**config.mk**
```make
export PLATFORM = sky130hd
export DESIGN_NAME = dspwm_core
export DESIGN_NICKNAME = d
export VERILOG_FILES = /design/src/dspwm_pkg.sv /design/src/dspwm_core.sv
export VERILOG_INCLUDE_DIRS = /design/src
export SDC_FILE = /design/constraint.sdc
export NUM_CORES = 1
export LEC_CHECK = 0
export BUFFER_PORTS_ARGS = -buffer_cell sky130_fd_sc_hd__buf_2
export CAP_MARGIN = 40
export CORE_UTILIZATION = 50
export CTS_CLUSTER_DIAMETER = 40
export CTS_CLUSTER_SIZE = 24
export DETAILED_ROUTE_END_ITERATION = 8
export GPL_TIMING_DRIVEN = 0
export PLACE_DENSITY = 0.73
export SLEW_MARGIN = 20
export SYNTH_ARGS = -nofsm -noshare
export SYNTH_HDL_FRONTEND = slang
export SYNTH_SLANG_ARGS = --single-unit
```
**constraint.sdc**
```tcl
create_clock -name clk_sys -period 7.2 [get_ports clk_sys]
set_input_delay 1.08 -clock clk_sys [delete_from_list [all_inputs] [get_ports clk_sys]]
set_output_delay 1.08 -clock clk_sys [all_outputs]
set_load 0.01 [all_outputs]
```
**src/dspwm_defs.svh**
```systemverilog
// Constants for the dual-slope symmetric PWM block.
`ifndef DSPWM_DEFS_SVH
`define DSPWM_DEFS_SVH
`define DSPWM_BOTTOM      16'h0000
`define DSPWM_MIN_TOP     16'h0003
`define DSPWM_MODE_ICR    4'h8
`define DSPWM_MODE_OCRA   4'h9
`define DSPWM_ACT_OFF     2'h0
`define DSPWM_ACT_TOGGLE  2'h1
`define DSPWM_ACT_NONINV  2'h2
`define DSPWM_ACT_INV     2'h3
`define DSPWM_PRE_1       3'h1
`define DSPWM_PRE_8       3'h2
`define DSPWM_PRE_64      3'h3
`define DSPWM_PRE_256     3'h4
`define DSPWM_PRE_1024    3'h5
`define DSPWM_DIV_8       10'h007
`define DSPWM_DIV_64      10'h03F
`define DSPWM_DIV_256     10'h0FF
`define DSPWM_DIV_1024    10'h3FF
`define DSPWM_RST_OUT     1'b0
`endif

```
**src/dspwm_pkg.sv**
```systemverilog
// Types shared by the dual-slope symmetric PWM block.
package dspwm_pkg;
  typedef enum logic {DSPWM_UP, DSPWM_DOWN} dspwm_dir_t;
  typedef struct packed {
    logic overflow;
    logic capture;
    logic match_a;
    logic match_b;
  } dspwm_flags_t;
  typedef struct packed {
    logic [9:0]   presc_cnt;
    logic         tick;
    logic [15:0]  count;
    dspwm_dir_t   dir;
    logic [15:0]  cmp_a;
    logic [15:0]  cmp_b;
    logic         out_a;
    logic         out_b;
    dspwm_flags_t flags;
    logic         pin_a;
    logic         pin_b;
    logic         pin_a_oe;
    logic         pin_b_oe;
  } dspwm_state_t;
endpackage

```
**src/dspwm_core.sv**
```systemverilog
// Phase-and-frequency-correct dual-slope PWM timer.
//
// Notes on behaviour
// RQ1: Counter climbs from zero to TOP, then falls back, reversing each end.
// RQ2: Mode 8 takes TOP from capture register, mode 9 from compare A.
// RQ3: Counter holds TOP for exactly one tick before counting down.
// RQ4: Non-inverting clears on up-match, sets on down-match; inverting opposite.
// RQ5: Action select two gives non-inverted PWM, three inverted PWM.
// RQ6: Compare output reaches pin only when its direction bit selects output.
// RQ7: Buffered compare values load into active registers only at zero.
// RQ8: Overflow flag sets in the tick the compare registers load at zero.
// RQ9: At TOP set compare-A flag or capture flag, per TOP source.
// RQ10: Each compare match sets that channel's match flag.
// RQ11: TOP values from three up to full sixteen-bit maximum are supported.
// RQ12: Software keeps TOP at or above all compare values.
// RQ13: Tick is I/O clock divided by 1, 8, 64, 256 or 1024.
// RQ14: Compare zero gives steady low, compare TOP high, non-inverted.
// RQ15: Everything runs on the I/O clock; tick is only an enable.
// RQ16: Software should use capture TOP when fixed, compare A when varying.
// RQ17: Action one toggles output A on match in this mode; B reserved.
// RQ18: Software writes land in buffers; matching uses active registers.
// RQ19: Flags and counter steps happen only on tick-enabled clock edges.
`timescale 1ns/1ps
`default_nettype none
`include "dspwm_defs.svh"
module dspwm_core (
  // Clock and reset
  input  wire logic                  clk_sys,
  input  wire logic                  rst_b,
  // Configuration
  input  wire logic [3:0]            waveform_mode_select,
  input  wire logic [2:0]            prescale_select,
  input  wire logic [1:0]            output_action_select_a,
  input  wire logic [1:0]            output_action_select_b,
  input  wire logic                  pin_direction_bit_a,
  input  wire logic                  pin_direction_bit_b,
  // Software-written values
  input  wire logic [15:0]           capture_top_value,
  input  wire logic [15:0]           compare_a_buffer,
  input  wire logic [15:0]           compare_b_buffer,
  // Flag clear strobes, one bit per flag
  input  wire dspwm_pkg::dspwm_flags_t flag_clear,
  // Status
  output logic [15:0]                counter_value,
  output logic                       timer_tick,
  output dspwm_pkg::dspwm_flags_t    flags,
  output logic                       compare_output_a,
  output logic                       compare_output_b,
  // Pins
  output logic                       pin_a_out,
  output logic                       pin_a_oe,
  output logic                       pin_b_out,
  output logic                       pin_b_oe
);

  dspwm_pkg::dspwm_state_t st_r;
  dspwm_pkg::dspwm_state_t st_nxt;

  // --------------------------------------------------------------
  // Helper functions
  // --------------------------------------------------------------

  // Returns the new output level for one channel on a compare match.
  function automatic logic match_level(
    input logic [1:0]            act,
    input dspwm_pkg::dspwm_dir_t dir,
    input logic                  cur,
    input logic                  can_toggle
  );
    logic lvl;
    lvl = cur;
    if (act == `DSPWM_ACT_NONINV) begin
      lvl = (dir == dspwm_pkg::DSPWM_DOWN); // [RQ4] [RQ5]
    end else if (act == `DSPWM_ACT_INV) begin
      lvl = (dir == dspwm_pkg::DSPWM_UP); // [RQ4] [RQ5]
    end else if (act == `DSPWM_ACT_TOGGLE && can_toggle) begin
      lvl = ~cur; // [RQ17]
    end
    return lvl;
  endfunction

  // True when the channel is connected to its pin in the current setting.
  function automatic logic connected(
    input logic [1:0] act,
    input logic       can_toggle
  );
    return (act == `DSPWM_ACT_NONINV) || (act == `DSPWM_ACT_INV) ||
           ((act == `DSPWM_ACT_TOGGLE) && can_toggle); // [RQ17]
  endfunction

  // Direction in force for a compare match. At BOTTOM the counter is
  // about to climb and at TOP about to fall, so a compare value equal
  // to either end leaves the output steady instead of flipping it.
  function automatic dspwm_pkg::dspwm_dir_t match_dir(
    input dspwm_pkg::dspwm_dir_t dir,
    input logic                  bottom,
    input logic                  top
  );
    dspwm_pkg::dspwm_dir_t md;
    md = dir;
    if (bottom) begin
      md = dspwm_pkg::DSPWM_UP; // [RQ14]
    end else if (top) begin
      md = dspwm_pkg::DSPWM_DOWN; // [RQ14]
    end
    return md;
  endfunction

  // One counter step in the given direction.
  function automatic logic [15:0] step_count(
    input logic [15:0]           cnt,
    input dspwm_pkg::dspwm_dir_t dir
  );
    logic [15:0] res;
    res = cnt + 16'h0001;
    if (dir == dspwm_pkg::DSPWM_DOWN) begin
      res = cnt - 16'h0001;
    end
    return res; // [RQ1]
  endfunction

  // True when the counter equals an active compare value.
  function automatic logic is_match(
    input logic [15:0] cnt,
    input logic [15:0] cmp
  );
    return (cnt == cmp); // [RQ10] [RQ18]
  endfunction

  // Limit of the prescale counter; zero gives a tick every cycle.
  function automatic logic [9:0] divider_limit(
    input logic [2:0] sel
  );
    logic [9:0] lim;
    lim = 10'h000;
    if (sel == `DSPWM_PRE_8) begin
      lim = `DSPWM_DIV_8;
    end else if (sel == `DSPWM_PRE_64) begin
      lim = `DSPWM_DIV_64;
    end else if (sel == `DSPWM_PRE_256) begin
      lim = `DSPWM_DIV_256;
    end else if (sel == `DSPWM_PRE_1024) begin
      lim = `DSPWM_DIV_1024;
    end
    return lim; // [RQ13]
  endfunction

  // --------------------------------------------------------------
  // Next-state logic
  // --------------------------------------------------------------

  logic [15:0]           top_val;
  logic                  top_from_a;
  logic                  mode_hi;
  logic                  at_top;
  logic                  at_bottom;
  logic                  div_done;
  logic [9:0]            div_max;
  dspwm_pkg::dspwm_dir_t cmp_dir;

  always_comb begin
    st_nxt     = st_r;
    mode_hi    = waveform_mode_select[3];
    top_from_a = (waveform_mode_select == `DSPWM_MODE_OCRA);
    // Compare A defines TOP from its active copy, so TOP shifts at zero.
    top_val    = top_from_a ? st_r.cmp_a : capture_top_value; // [RQ2] [RQ11]
    at_top     = (st_r.count == top_val);
    at_bottom  = (st_r.count == `DSPWM_BOTTOM);
    cmp_dir    = match_dir(st_r.dir, at_bottom, at_top);

    // ------------------------------------------------------------
    // Prescaler
    // ------------------------------------------------------------
    // The tick is a one-cycle enable, never a clock of its own, so
    // every register below stays in the single system clock domain.
    div_max  = divider_limit(prescale_select);
    div_done = (st_r.presc_cnt >= div_max);
    st_nxt.tick = 1'b0;
    if (prescale_select == 3'h0) begin
      st_nxt.presc_cnt = 10'h000;
    end else if (div_done) begin
      st_nxt.presc_cnt = 10'h000;
      st_nxt.tick      = 1'b1; // [RQ13] [RQ15]
    end else begin
      st_nxt.presc_cnt = st_r.presc_cnt + 10'h001;
    end

    // ------------------------------------------------------------
    // Flags
    // ------------------------------------------------------------
    // Software clears first; a set below in the same cycle wins.
    st_nxt.flags = st_r.flags & ~flag_clear;

    if (st_r.tick) begin // [RQ19]
      // ----------------------------------------------------------
      // Counter direction and stepping
      // ----------------------------------------------------------
      case (st_r.dir)
        dspwm_pkg::DSPWM_UP: begin
          if (at_top || st_r.count > top_val) begin
            st_nxt.dir   = dspwm_pkg::DSPWM_DOWN; // [RQ3]
            st_nxt.count = step_count(st_r.count,
                                      dspwm_pkg::DSPWM_DOWN); // [RQ1]
          end else begin
            st_nxt.count = step_count(st_r.count,
                                      dspwm_pkg::DSPWM_UP); // [RQ1]
          end
        end
        dspwm_pkg::DSPWM_DOWN: begin
          if (at_bottom) begin
            st_nxt.dir   = dspwm_pkg::DSPWM_UP;
            st_nxt.count = step_count(st_r.count,
                                      dspwm_pkg::DSPWM_UP); // [RQ1]
          end else begin
            st_nxt.count = step_count(st_r.count,
                                      dspwm_pkg::DSPWM_DOWN); // [RQ1]
          end
        end
        default: st_nxt.dir = dspwm_pkg::DSPWM_UP;
      endcase

      // ----------------------------------------------------------
      // Buffer transfer and overflow at BOTTOM
      // ----------------------------------------------------------
      if (at_bottom) begin
        st_nxt.cmp_a          = compare_a_buffer; // [RQ7] [RQ18]
        st_nxt.cmp_b          = compare_b_buffer; // [RQ7] [RQ18]
        st_nxt.flags.overflow = 1'b1; // [RQ8]
      end

      // ----------------------------------------------------------
      // TOP flags
      // ----------------------------------------------------------
      if (at_top) begin
        if (top_from_a) begin
          st_nxt.flags.match_a = 1'b1; // [RQ9]
        end else begin
          st_nxt.flags.capture = 1'b1; // [RQ9]
        end
      end

      // ----------------------------------------------------------
      // Compare matches against the active registers only
      // ----------------------------------------------------------
      // A compare value above TOP never matches; software must avoid it.
      if (is_match(st_r.count, st_r.cmp_a)) begin // [RQ18]
        st_nxt.flags.match_a = 1'b1; // [RQ10]
        st_nxt.out_a = match_level(output_action_select_a, cmp_dir,
                                   st_r.out_a, mode_hi); // [RQ14]
      end
      if (is_match(st_r.count, st_r.cmp_b)) begin // [RQ18]
        st_nxt.flags.match_b = 1'b1; // [RQ10]
        st_nxt.out_b = match_level(output_action_select_b, cmp_dir,
                                   st_r.out_b, 1'b0); // [RQ14]
      end
    end

    // ------------------------------------------------------------
    // Pin drive
    // ------------------------------------------------------------
    // Pin drive follows the connection and the direction bit.
    st_nxt.pin_a    = st_nxt.out_a;
    st_nxt.pin_b    = st_nxt.out_b;
    st_nxt.pin_a_oe = pin_direction_bit_a &&
                      connected(output_action_select_a, mode_hi); // [RQ6]
    st_nxt.pin_b_oe = pin_direction_bit_b &&
                      connected(output_action_select_b, 1'b0); // [RQ6]
  end

  // --------------------------------------------------------------
  // State register
  // --------------------------------------------------------------

  always_ff @(posedge clk_sys or negedge rst_b) begin
    if (!rst_b) begin
      st_r <= '0;
    end else begin
      st_r <= st_nxt; // [RQ15]
    end
  end

  // --------------------------------------------------------------
  // Outputs
  // --------------------------------------------------------------

  // Every output is a field of the state register.
  assign counter_value    = st_r.count;
  assign timer_tick       = st_r.tick;
  assign flags            = st_r.flags;
  assign compare_output_a = st_r.out_a;
  assign compare_output_b = st_r.out_b;
  assign pin_a_out        = st_r.pin_a;
  assign pin_a_oe         = st_r.pin_a_oe;
  assign pin_b_out        = st_r.pin_b;
  assign pin_b_oe         = st_r.pin_b_oe;

endmodule
`default_nettype wire

```
==> results of run 1 <==
-- cells in the mapped netlist (2+ instances only) --
cell | count | area, µm²
nor4_1 | 5 | 31.3
o211ai_1 | 2 | 15.0
or3_1 | 7 | 43.8
buf_1 | 3 | 11.3
clkbuf_1 | 13 | 48.8
mux2_2 | 34 | 383
xor2_1 | 24 | 210
a21oi_1 | 13 | 65.1
or2_2 | 2 | 12.5
buf_4 | 22 | 165
nor2_1 | 23 | 86.3
a211o_1 | 2 | 17.5
buf_2 | 6 | 30.0
a211oi_1 | 3 | 22.5
or4_1 | 3 | 22.5
nor2b_1 | 2 | 12.5
o21ai_0 | 8 | 40.0
nor3_1 | 8 | 40.0
dfrtp_1 | 68 | 1700
and3_1 | 2 | 12.5
buf_6 | 3 | 33.8
xnor2_1 | 33 | 289
nand2_1 | 27 | 101
nand3_1 | 9 | 45.0
nand4_1 | 15 | 93.8
nand2b_1 | 2 | 12.5
inv_1 | 15 | 56.3
o21a_1 | 5 | 37.5
ha_1 | 30 | 375
mux2i_1 | 28 | 280
a2111oi_0 | 2 | 17.5
a21o_1 | 3 | 22.5
and2_1 | 4 | 25.0
-- through the flow --
step | total power, W | instances
6_report | 0.00140 | 658
5_1_grt | 0.00149 | 658
4_1_cts | 0.00140 | 658
3_5_place_dp | 0.00108 | 642
3_3_place_gp | 0.00106 | 641
2_1_floorplan | 0.000915 | 440
-- critical path, cell delays in order --
cell and delay, ps:
buf_2 100, nor4bb_1 280, clkbuf_1 530, buf_1 610, mux2i_1 300, ha_1 270
nand4_1 170, o21bai_1 80, a211o_1 310, a211oi_1 710, mux2i_4 240, buf_6 230
a32oi_1 240, xnor2_1 140
-- area by class of cell --
class                      count  area (µm²)  share of cell area, %
multi-input combinational    310        2460                   46.2
inverter                      15        56.3                   1.06
clock inverter                 6        63.8                   1.20
clock buffer                  10         138                   2.58
tap                          108         135                   2.53
timing repair buffer          94         488                   9.15
sequential                    68        1700                   31.9
buffer                        47         289                   5.42
-- power by group through the flow --
stage / Combinational, W / Clock [W] / Sequential [W]
CTS: 0.000586 / 0.000326 / 0.000492
global route: 0.000644 / 0.000348 / 0.000499
finish: 0.000585 / 0.000320 / 0.000492
detailed placement: 0.000582 / 0 / 0.000499
global placement: 0.000563 / 0 / 0.000498
floorplan: 0.000432 / 0 / 0.000483
-- cells by family (layout without fill, tap and decap cells) --
logic type | Yosys count | count (layout) | synth area share, %
AO/OA/AOI/OAI | 44 | 44 | 6.38
multiplexers | 63 | 63 | 15.2
flip-flops | 68 | 68 | 37.7
AND/OR/NAND/NOR | 116 | 116 | 13.6
buffers and inverters | 62 | 172 | 7.66
XOR/XNOR | 57 | 57 | 11.1
adder cells (fa/ha/maj) | 30 | 30 | 8.32
-- per-layer routing --
metal  vias to the layer above  share of wire [%]
met5                         -                  0
met4                         0                2.1
met3                        22                4.7
met2                       108                 47
met1                      1724                 46
li1                       1730                  -
-- state kept, by name, indices dropped and copies added, names as in the netlist --
name and flops:
counter_value 16, flags 4, pin_a_oe 1, pin_a_out 1, pin_b_oe 1, pin_b_out 1
st_r 43, timer_tick 1
-- worst max-delay path by stage --
stage                        end  depth (start not counted)               startpoint  slack (ps)
2_1_floorplan  counter_value[15]                         13  waveform_mode_select[1]        2730
3_3_place_gp   counter_value[15]                         14  waveform_mode_select[3]        1940
5_1_grt         counter_value[8]                         14  waveform_mode_select[3]        1860
6_report       counter_value[15]                         14  waveform_mode_select[3]        2170
4_1_cts        counter_value[15]                         14  waveform_mode_select[3]        2230
3_5_place_dp   counter_value[15]                         14  waveform_mode_select[3]        1890
==> results.md, run 1 <==
- For the pin with the worst max-slew slack, the measured transition is 809 ps.
- The routed layout has 3584 vias.
- Dividing the final minimum period by the clock period gives 69.9%.
- The met2 capacity usage during global routing is 38.5%.
- The fraction of met1 tracks used by global routing is 29.3%.
- In the global route stage, overall resource usage came out at 22.7%.
- The analysis attributes to net switching a power of 0.000521 W.
- The height of the die is 97.0 µm.
- At the placement stage, the worst setup path has a slack of 1890 ps.
- In this run the most critical hold path is launched from st_r[60].
- The net count after synthesis is 537.
- The worst slew margin relative to its limit is 45.7%.
- Dividing total power by cell area gives a power density of 262 mW/mm².
- The number of placed I/O pins is 94.
- The number of hold-slack violations in the final timing report is 0.
- The netlist uses 47 different library cells.
- The number of global-route vias before repair came to 3664.
- The minimum setup slack in the final design is 2170 ps.
- The congestion estimate from routability-driven global placement came to 0.887.
- The part of the total power dissipated in sequential elements is 35.2%.
- For this run, the post-layout net count is 642.
- In the final routed layout, each cell accounts on average for 15.7 µm.
- The number of filler instances in the final layout is 743.
- The deepest clock path buffer count is 2.
- The number of cells on the worst reg-to-reg path is 11.
- The number of H-tree levels is 3.
- After the first detailed-routing iteration, the DRC count stood at 169.
- The worst min-delay path class is flip-flop to flip-flop.
- The core footprint is 0.00872 mm².
- The number of port buffers is 93.
- The count of final max-slew check failures is 0.
- The worst clock skew is 7.90 ps.
- The library cell used most frequently in the layout, excluding fill and tap cells, is buf_2.
- The terminating pin of the worst hold path is st_r[60].
- The critical path is of the input pin to flip-flop type.
- After technology mapping, the gate count stands at 440.
- The setup check on the worst reg-to-reg path leaves a slack of 3800 ps.
- The initial antenna violation count is 0.
- After synthesis, flip-flops and latches occupy 37.7% of the total area.
- The tightest hold path in the finished design has a slack of 510 ps.
- The initial utilization of the core area, before any placement, comes to 51.7%.
- Measured along the x axis, the die boundary spans 97.0 µm.
- The cell area that synthesis handed to floorplanning was 0.00451 mm².
- The global-route wire length before repair is 17000 µm.
- Setup repair after global routing left no endpoint under its margin.
- Entering global routing, the biggest net connects 36 pins.
- The flow ran to the end, and the final reports show no timing, DRC or antenna violations.
- Of the cells placed in the final design, the portion with a size suffix greater than 1 is 32.9%.
- In this run the post-CTS setup repair buffer count came out at 0.
- The final wirelength is 10300 µm.
- Counting flops with an async set or reset pin after synthesis yields a share of 100%.
- Of all nets on the critical path, the largest fanout is 10.
- Along the worst hold path, the cell count comes to 1.
- The worst setup path is launched from an input pin.
- Once detailed placement completed, the half-perimeter wirelength came to 8040 µm.
- The detail-routed via count per cell is 5.45.
- The clock latency of the later-clocked register in the worst-skew pair is 340 ps.
- STA classifies the critical path endpoint as a flip-flop.
- The clock net in this run drives a total of 68 sinks.
- The required time at the worst-slack endpoint is 7460 ps.
- The number of flops mapped to enable cells by yosys is 0.
- The peak ir drop on the vdd network is 0.128 mV.
- The clock tree from TritonCTS is built.
- The internal power is 0.000877 W.
- The number of nets with antenna violations after routing is 0.
- The layer carrying the most global-route usage is met2.
- After clock tree synthesis, the repair step resized 0 gates.
- The first detailed-routing pass took 4 iterations.
- In this run the critical register-to-register path is launched from counter_value[0].
- In this run the static leakage power is 2.45 nW.
- The part of the power in combinational logic is 41.9%.
- For this run, the share of the core covered by cells in the final layout is 61.2%.
- Buffers inserted to repair hold after CTS numbered 0.
- Clock-pin slew was measured on the worst setup and hold paths at 80 ps.
- The die covers 0.00940 mm².
- For the final routed database, the setup TNS stands at 0 ps.
- The number of max-cap violations is 0.
- The met3 global-route usage is 3.90%.
- The arrival time of the worst setup path is 5290 ps.
- The mean cell area of the mapped netlist is 10.2 µm².
- Net switching is 37.2% of the power.
- In the routed design, unresolved DRC markers number 0.
- The most used flip-flop cell after synthesis is dfrtp_1.
- The setup-violating endpoint count in the final report is 0.
- The growth of design area from synthesis to finish is 18.3%.
- The placed cell area is 0.00513 mm².
- For this run the aggregate overflow at the end of global routing stands at 0.
- The Yosys warning count is 0.
- Based on the critical path, the design can be clocked at up to 199 MHz.
- The floorplan has 34 rows.
- The buffer type at the clock tree root is clkbuf_8.
- The worst path needs 5030 ps of the cycle, external delays included.
- The total non-filler cell area in the finished layout is 0.00533 mm².
- After synthesis the netlist holds a flip-flop and latch count of 68.
- 0 antenna diodes ended up in the layout.
- In the layout the commonest cells are buf_2, dfrtp_1, mux2_2.
- Per report_power, the clock group accounts for 22.9% of the total.
- The reg-to-reg critical path endpoint is counter_value[15].
- Buffers inserted during clock tree synthesis total 9.
Power figures use the tool's default switching activity.
==> run 2, diff against run 1 <==
- PLACE_DENSITY: 0.73 -> 0.76
- clock period: 7.2 -> 4.4 ns (I/O delays scaled with it)
==> run 2 against run 1 <==
Against the previous run: clock power up 64%; die area unchanged; clock skew up 1.7 ps; sequential power grew 63%; critical path depth is the same; combinational power rose by 63%; critical path type unchanged; count of clock-buffer cells in the layout grew 2; first-iteration DRC count is 1.2% higher; wire length is 2.9% lower; via count down 0.36%; critical endpoint unchanged.
==> results.md, run 2 (synthesis results as in run 1) <==
- The flow ran to the end, and the final reports show no timing, DRC or antenna violations.
- The die is 97.0 µm tall.
- Of the cells placed in the final design, the portion with a size suffix greater than 1 is 33.1%.
- Measured against its own limit, the worst slew margin works out to 55.6%.
- The number of max-cap violations is 0.
- Row generation in the floorplan step produced 34 rows.
- Summed over all nets, wire length on met2 after detailed routing comes to 4750 µm.
- In this run, post-CTS hold repair placed 0 buffers.
- For this run, the detailed router's first-pass iteration total came to 5.
- The number of nets with antenna violations after routing is 0.
- The growth of design area from synthesis to finish is 18.5%.
- The total via count in the routed design is 3571.
- Per report_power, the clock group accounts for 23.0% of the total.
- The final total negative setup slack is 0 ps.
- The flip-flop count of the largest register, all copies and words added is 43.
- The final core area utilization is 61.2%.
- The power density over the cells is 427 mW/mm².
- The estimated wirelength of the detail-placed design is 7900 µm.
- The worst clock skew is 9.58 ps.
- The register with the most flip-flops is st_r.
- Per report_power, the sequential group accounts for 35.2% of the total.
- The initial standard-cell utilization of the core is 51.7%.
- The H-tree was split into 3 levels.
- In this run, the number of DRC markers left after iteration 0 of detailed routing was 171.
- The required time at the worst-slack endpoint is 4670 ps.
- The count of inserted antenna diode cells is 0.
- The final-stage net count is 642.
- In this run the worst path has a maximum fanout of 10.
- The clock slew at the register clock pins of the worst setup and hold paths is 80 ps.
- Based on the critical path, the design can be clocked at up to 242 MHz.
- In the layout the commonest cells are buf_2, dfrtp_1, mux2_2.
- Global routing used 22.3% of the available tracks.
- CTS saw 68 sinks.
- Dividing the detail-routed via count by the number of cells gives 5.43.
- The post-layout minimum cycle time is 4130 ps.
- The highest layer touched by signal routing is met4.
- The number of port buffers is 93.
- The clock passes through at most 2 buffers.
- The first global-routing pass estimated 16700 µm of wire.
- The arrival time of the worst setup path is 4400 ps.
- The core region is 0.00872 mm².
- Setup repair after global routing left no endpoint under its margin.
- Of the total power, the share spent switching nets is 36.4%.
- The setup-violating endpoint count in the final report is 0.
- The post-route DRC violation count is 0.
- The buffer type at the clock tree root is clkbuf_8.
- The number of hold-slack violations in the final timing report is 0.
- Combinational logic is responsible for 41.8% of the overall power.
- The finished layout holds 658 standard cells, fillers aside.
- For this design the top-level I/O count stands at 94.
- The path class of the tightest hold or removal check is input pin to async pin.
- Entering global routing, the biggest net connects 37 pins.
- After detailed routing, the average wire length per cell comes to 15.2 µm.
- Leaving out fill and tap cells, the most frequent cell in the layout is buf_2.
- The worst-case hold slack is 245 ps.
- The overall power after layout is 0.00228 W.
- The die span in x is 97.0 µm.
- The count of final max-slew check failures is 0.
- The area enclosed by the die boundary is 0.00940 mm².
- The net switching power of the design is 0.000831 W.
- The initial antenna violation count is 0.
- The category of the most critical setup path is input pin to flip-flop.
- Wires add up to 10000 µm.
- After layout, the worst path uses 93.9% of the clock period.
- The placed instance count is 642.
- The internal power is 0.00145 W.
- The detailed-routed wire length on met3 is 602 µm.
- The critical path launch point type is an input pin.
- For the worst-skew pair, the clock arrives at the later sink with an insertion delay of 350 ps.
- Summed over all cells, the static leakage comes to 2.46 nW.
- TritonCTS built the clock tree.
- The pin slew with the least headroom to its limit is 665 ps.
- Routability-driven placement finished with a final weighted congestion of 0.883.
- Counting the buffers created by CTS gives 9.
- STA classifies the critical path endpoint as a flip-flop.
- The overflow left after global routing is 0.
- The count of buffers added by post-CTS timing repair for setup is 0.
- The met1 wire length is 4430 µm.
- The peak ir drop on the vdd network is 0.214 mV.
- The number of global-route vias before repair is 3534.
==> run 2: critical path, cell delays in order <==
cell	delay, ps
buf_2	90
nor4bb_1	270
clkbuf_1	550
buf_2	400
mux2i_1	240
ha_1	270
nand4_1	160
o21bai_1	110
a211o_1	350
a211oi_2	440
mux2i_4	190
buf_6	200
a32oi_1	290
xnor2_1	160
==> run 2: final cells by class <==
type | count | area, µm²
plain buffers | 47 | 290
clock buffers | 12 | 155
clock inverters | 4 | 47.5
fillers | 732 | 3380
inverters | 15 | 56.3
multi-input cells | 310 | 2470
flip-flops and latches | 68 | 1700
well taps | 108 | 135
repair buffers | 94 | 488
==> run 2: worst paths after layout <==
kind                                         start                end  slack (ps)  depth (start not counted)
setup / recovery           waveform_mode_select[3]  counter_value[15]         270                         14
hold / removal                               rst_b           st_r[32]         240                          1
setup reg to reg                  counter_value[0]  counter_value[15]        1260                         11
hold reg to reg                           st_r[60]           st_r[60]         490                          1
max in group asynchronous                    rst_b           st_r[60]        3620                          2
min in group clk_sys                 flag_clear[3]           flags[3]         480                          2
==> run 2: stage by stage <==
| step | setup slack [ps] | area (µm²) |
|---|---|---|
| after detailed placement | -416 | 5130 |
| final | 270 | 5340 |
| after global placement | -364 | 5110 |
| after CTS | 40.5 | 5340 |
| after floorplan | 353 | 4510 |
| after global routing | 79.7 | 5340 |
==> run 2: per-layer routing <==
metal  up-vias  GRT usage (%)
li1       1723              -
met1      1697           29.1
met2       132           36.5
met3        19           4.48
met4         0           8.38
met5         -              0
==> run 2: power groups by stage <==
stage	Clock [W]	Combinational [W]	Sequential, W
detailed placement	0	0.000949	0.000814
floorplan	0	0.000707	0.000790
global placement	0	0.000918	0.000815
CTS	0.000535	0.000958	0.000802
finish	0.000524	0.000954	0.000804
global route	0.000566	0.00106	0.000816
==> run 2: what timing repair did <==
action                                  4_1_cts  5_1_grt
gates resized for setup                       1        1
endpoints found under the hold margin         0        0
endpoints found under the setup margin       10       11
==> run 3, diff against run 2 <==
--- a/config.mk
+++ b/config.mk
@@ -9,10 +9,10 @@
 export BUFFER_PORTS_ARGS = -buffer_cell sky130_fd_sc_hd__buf_2
 export CAP_MARGIN = 40
-export CORE_UTILIZATION = 50
+export CORE_UTILIZATION = 44
 export CTS_CLUSTER_DIAMETER = 40
 export CTS_CLUSTER_SIZE = 24
 export DETAILED_ROUTE_END_ITERATION = 8
 export GPL_TIMING_DRIVEN = 0
-export PLACE_DENSITY = 0.76
+export PLACE_DENSITY = 0.68
 export SLEW_MARGIN = 20
 export SYNTH_ARGS = -nofsm -noshare
==> constraint.sdc (replaced) <==
create_clock -name clk_sys -period 4.4 [get_ports clk_sys]
set_input_delay 0.22 -clock clk_sys [delete_from_list [all_inputs] [get_ports clk_sys]]
set_output_delay 0.22 -clock clk_sys [all_outputs]
set_load 0.01 [all_outputs]
==> run 3 against run 2 <==
Against the previous run: wire length rose by 2.0%; via count fell by 1.4%; hold slack got worse by 180 ps; global-route usage down 2.1 points; count of clock-buffer cells in the layout fell by 2; critical path type unchanged; largest cell class unchanged.
==> results.md, run 3 (synthesis results as in run 1) <==
- During placement, the flow inserted port buffers numbering 93.
- st_r holds more flip-flops than any other register.
- The cell with the most instances on the worst path is a211oi_1.
- At the later pin of the worst-skew pair, clock insertion delay measures 340 ps.
- The post-route netlist has 32.8% of its cells at a drive strength greater than 1.
- The tree is rooted in a clkbuf_8.
- The arrival time of the worst setup path is 4190 ps.
- The final-stage net count is 643.
- The post-detailed-route wirelength per cell is 14.9 µm.
- The required time at the worst-slack endpoint is 4660 ps.
- The worst slew margin relative to its limit is 47.9%.
- In this run the remaining antenna-violating nets after routing total 0.
- For this design the ratio of total power to cell area is 421 mW/mm².
- The overflow left after global routing is 0.
- The count of final max-slew check failures is 0.
- The worst-case IR drop observed on VDD is 0.166 mV.
- STA classifies the critical path startpoint as an input pin.
- The type of destination of the critical path is a flip-flop.
- For hold timing, the worst endpoint is flags[2].
- The number of global-route vias before repair is 3482.
- The post-route DRC violation count is 0.
- The total via count in the routed design is 3521.
- The worst setup path is of the input pin to flip-flop kind.
- The core footprint is 0.00986 mm².
- Along the worst hold path, the cell count comes to 2.
- Setup repair after global routing left no endpoint under its margin.
- The hold path startpoint is flag_clear[2].
- Clock-pin slew was measured on the worst setup and hold paths at 80 ps.
- In this run the number of cells on the critical path is 14.
- The die span in x is 103 µm.
- In the global route stage, overall resource usage came out at 20.2%.
- Of the total power, registers draw 35.7%.
- The post-layout minimum cycle time is 3940 ps.
- The area enclosed by the die boundary is 0.0107 mm².
- After detailed routing, the number of vias per cell comes to 5.15.
- The largest net degree at the start of global routing is 36.
- Combinational logic burns 42.0% of the power.
- Summed over all nets, the switching power comes to 0.000841 W.
- The growth of design area from synthesis to finish is 19.0%.
- The number of antenna diodes in the final layout is 0.
- The kind of cell with the highest combined delay along the critical path is compound AO/OA/AOI/OAI gates.
- The final weighted congestion in routability-driven placement is 0.894.
- After layout, the worst path uses 89.5% of the clock period.
- The pin slew with the least headroom to its limit is 777 ps.
- The clock tree from TritonCTS is built.
- The number of hold-slack violations in the final timing report is 0.
- The startpoint of the lowest-slack register-to-register path is counter_value[0].
- Walking the worst path, the cells encountered are buf_2 > nor4bb_1 > clkbuf_1 > clkbuf_2 > mux2i_1 > ha_1 > nand4_1 > a211oi_1 > a211o_1 > a211oi_1 > mux2i_4 > buf_6 > a32oi_1 > xnor2_1.
- The deepest clock path buffer count is 2.
- On the final layout, the worst hold slack is 59.8 ps.
- The flow ran to the end, and the final reports show no timing, DRC or antenna violations.
- The part of the power in the clock network is 22.3%.
- The number of cells on the worst reg-to-reg path is 11.
- The library cells used most frequently in the layout, excluding fill and tap cells, are buf_2, dfrtp_1, mux2_2.
- Derived from the worst setup path, the maximum achievable clock frequency is 254 MHz.
- The worst hold path belongs to the class input pin to flip-flop.
- The number of max-cap violations is 0.
- The global-route wire length before repair is 16300 µm.
- The overall power after layout is 0.00226 W.
- Leaving out fill and tap cells, the most frequent cell in the layout is buf_2.
- The slowest stage of the critical path is the a211oi_1 cell.
- After detailed routing, the met2 layer carries 4860 µm of wire.
- The final wirelength is 10200 µm.
- The count of buffers added by post-CTS timing repair for setup is 0.
- Internal power comes to 0.00142 W.
- The first-iteration detailed-routing DRC count is 136.
- CTS saw 68 sinks.
- The top layer used by detailed routing is met4.
- The count of TritonRoute iterations in the first routing pass is 4.
- Detailed placement ended at an HPWL of 8220 µm.
- The H-tree was split into 3 levels.
- The number of placed I/O pins is 94.
- In this design, the stage delay of the slowest critical-path cell is 690 ps.
- The buffering stage count on the worst path with inverters included is 4.
- The initial antenna violation count came to 0.
- In this run switching power makes up 37.2% of total power.
- The initial standard-cell utilization of the core is 45.7%.
- In this run the core area contains 36 standard-cell rows.
- The flip-flop count of the largest register, all copies and words added is 43.
- The height of the die is 103 µm.
- The setup-violating endpoint count in the final report is 0.
- The placement-stage worst setup slack is -61.0 ps.
- The register-to-register setup slack is 990 ps.
- The worst clock skew is 13.4 ps.
- The met1 wire length is 4670 µm.
- The static leakage is 2.46 nW.
- The detailed-routed wire length on met3 is 414 µm.
- In this run the critical register-to-register path is captured at counter_value[15].
- The minimum setup slack in the final design is 463 ps.
- TritonCTS created 9 clock buffers.
- The biggest fanout along the worst timing path is 10.
- The number of filler instances in the final layout is 883.
- In the final timing run, aggregate negative setup slack is 0 ps.
## run 3: changes by cell type in the layout (fill, tap and decap cells not counted), sizes merged
cell and change:
dlygate4sd3 +1, clkinv +2, clkbuf -1, buf -1
## run 3: metal layers
metal | up-vias | global-route usage, %
met5 | - | 0
met4 | 0 | 9.53
met3 | 23 | 3.36
met2 | 100 | 33.6
met1 | 1672 | 25.6
li1 | 1726 | -
## run 3: power by group through the flow
stage	Combinational, W	Clock [W]	Sequential [W]
finish	0.000949	0.000504	0.000808
global route	0.00106	0.000535	0.000820
CTS	0.000956	0.000513	0.000810
detailed placement	0.000950	0	0.000820
global placement	0.000919	0	0.000819
floorplan	0.000707	0	0.000790
## run 3: worst max-delay path by stage
stage	startpoint	endpoint	slack [ps]
finish	waveform_mode_select[3]	counter_value[15]	460
global route	waveform_mode_select[3]	counter_value[15]	180
CTS	waveform_mode_select[3]	counter_value[15]	290
global placement	waveform_mode_select[3]	counter_value[15]	3
detailed placement	waveform_mode_select[3]	counter_value[15]	-60
floorplan	waveform_mode_select[1]	counter_value[15]	790
## run 3: worst reg2reg max path, stage by stage (launching register included)
cell and delay [ps]:
dfrtp_1 370, clkbuf_1 370, inv_1 150, ha_1 320
nand4_1 140, o21bai_1 90, a211o_1 320, a211oi_1 690
mux2i_4 230, buf_6 230, a32oi_1 260, xnor2_1 140
## run 3: metrics by stage
| step | cells | util [%] | area (µm²) |
|---|---|---|---|
| floorplan | 440 | - | 4510 |
| global placement | 666 | 52.1 | 5140 |
| detailed placement | 667 | 52.3 | 5160 |
| CTS | 684 | 54.4 | 5370 |
| global route | 684 | 54.4 | 5370 |
| finish | 684 | 54.4 | 5370 |
## run 3: area by class of cell
type,count,area (µm²),area share [%]
clock inverter,6,65.1,1.21
inverter,15,56.3,1.05
sequential,68,1700,31.7
multi-input combinational,310,2460,45.9
tap,133,166,3.10
clock buffer,10,128,2.38
buffer,47,290,5.41
timing repair buffer,95,498,9.28
## run 3: what timing repair did
action	in CTS	in global routing
endpoints found under the hold margin	33	0
endpoints found under the setup margin	0	1
gates resized for setup	0	1
hold buffers	1	0
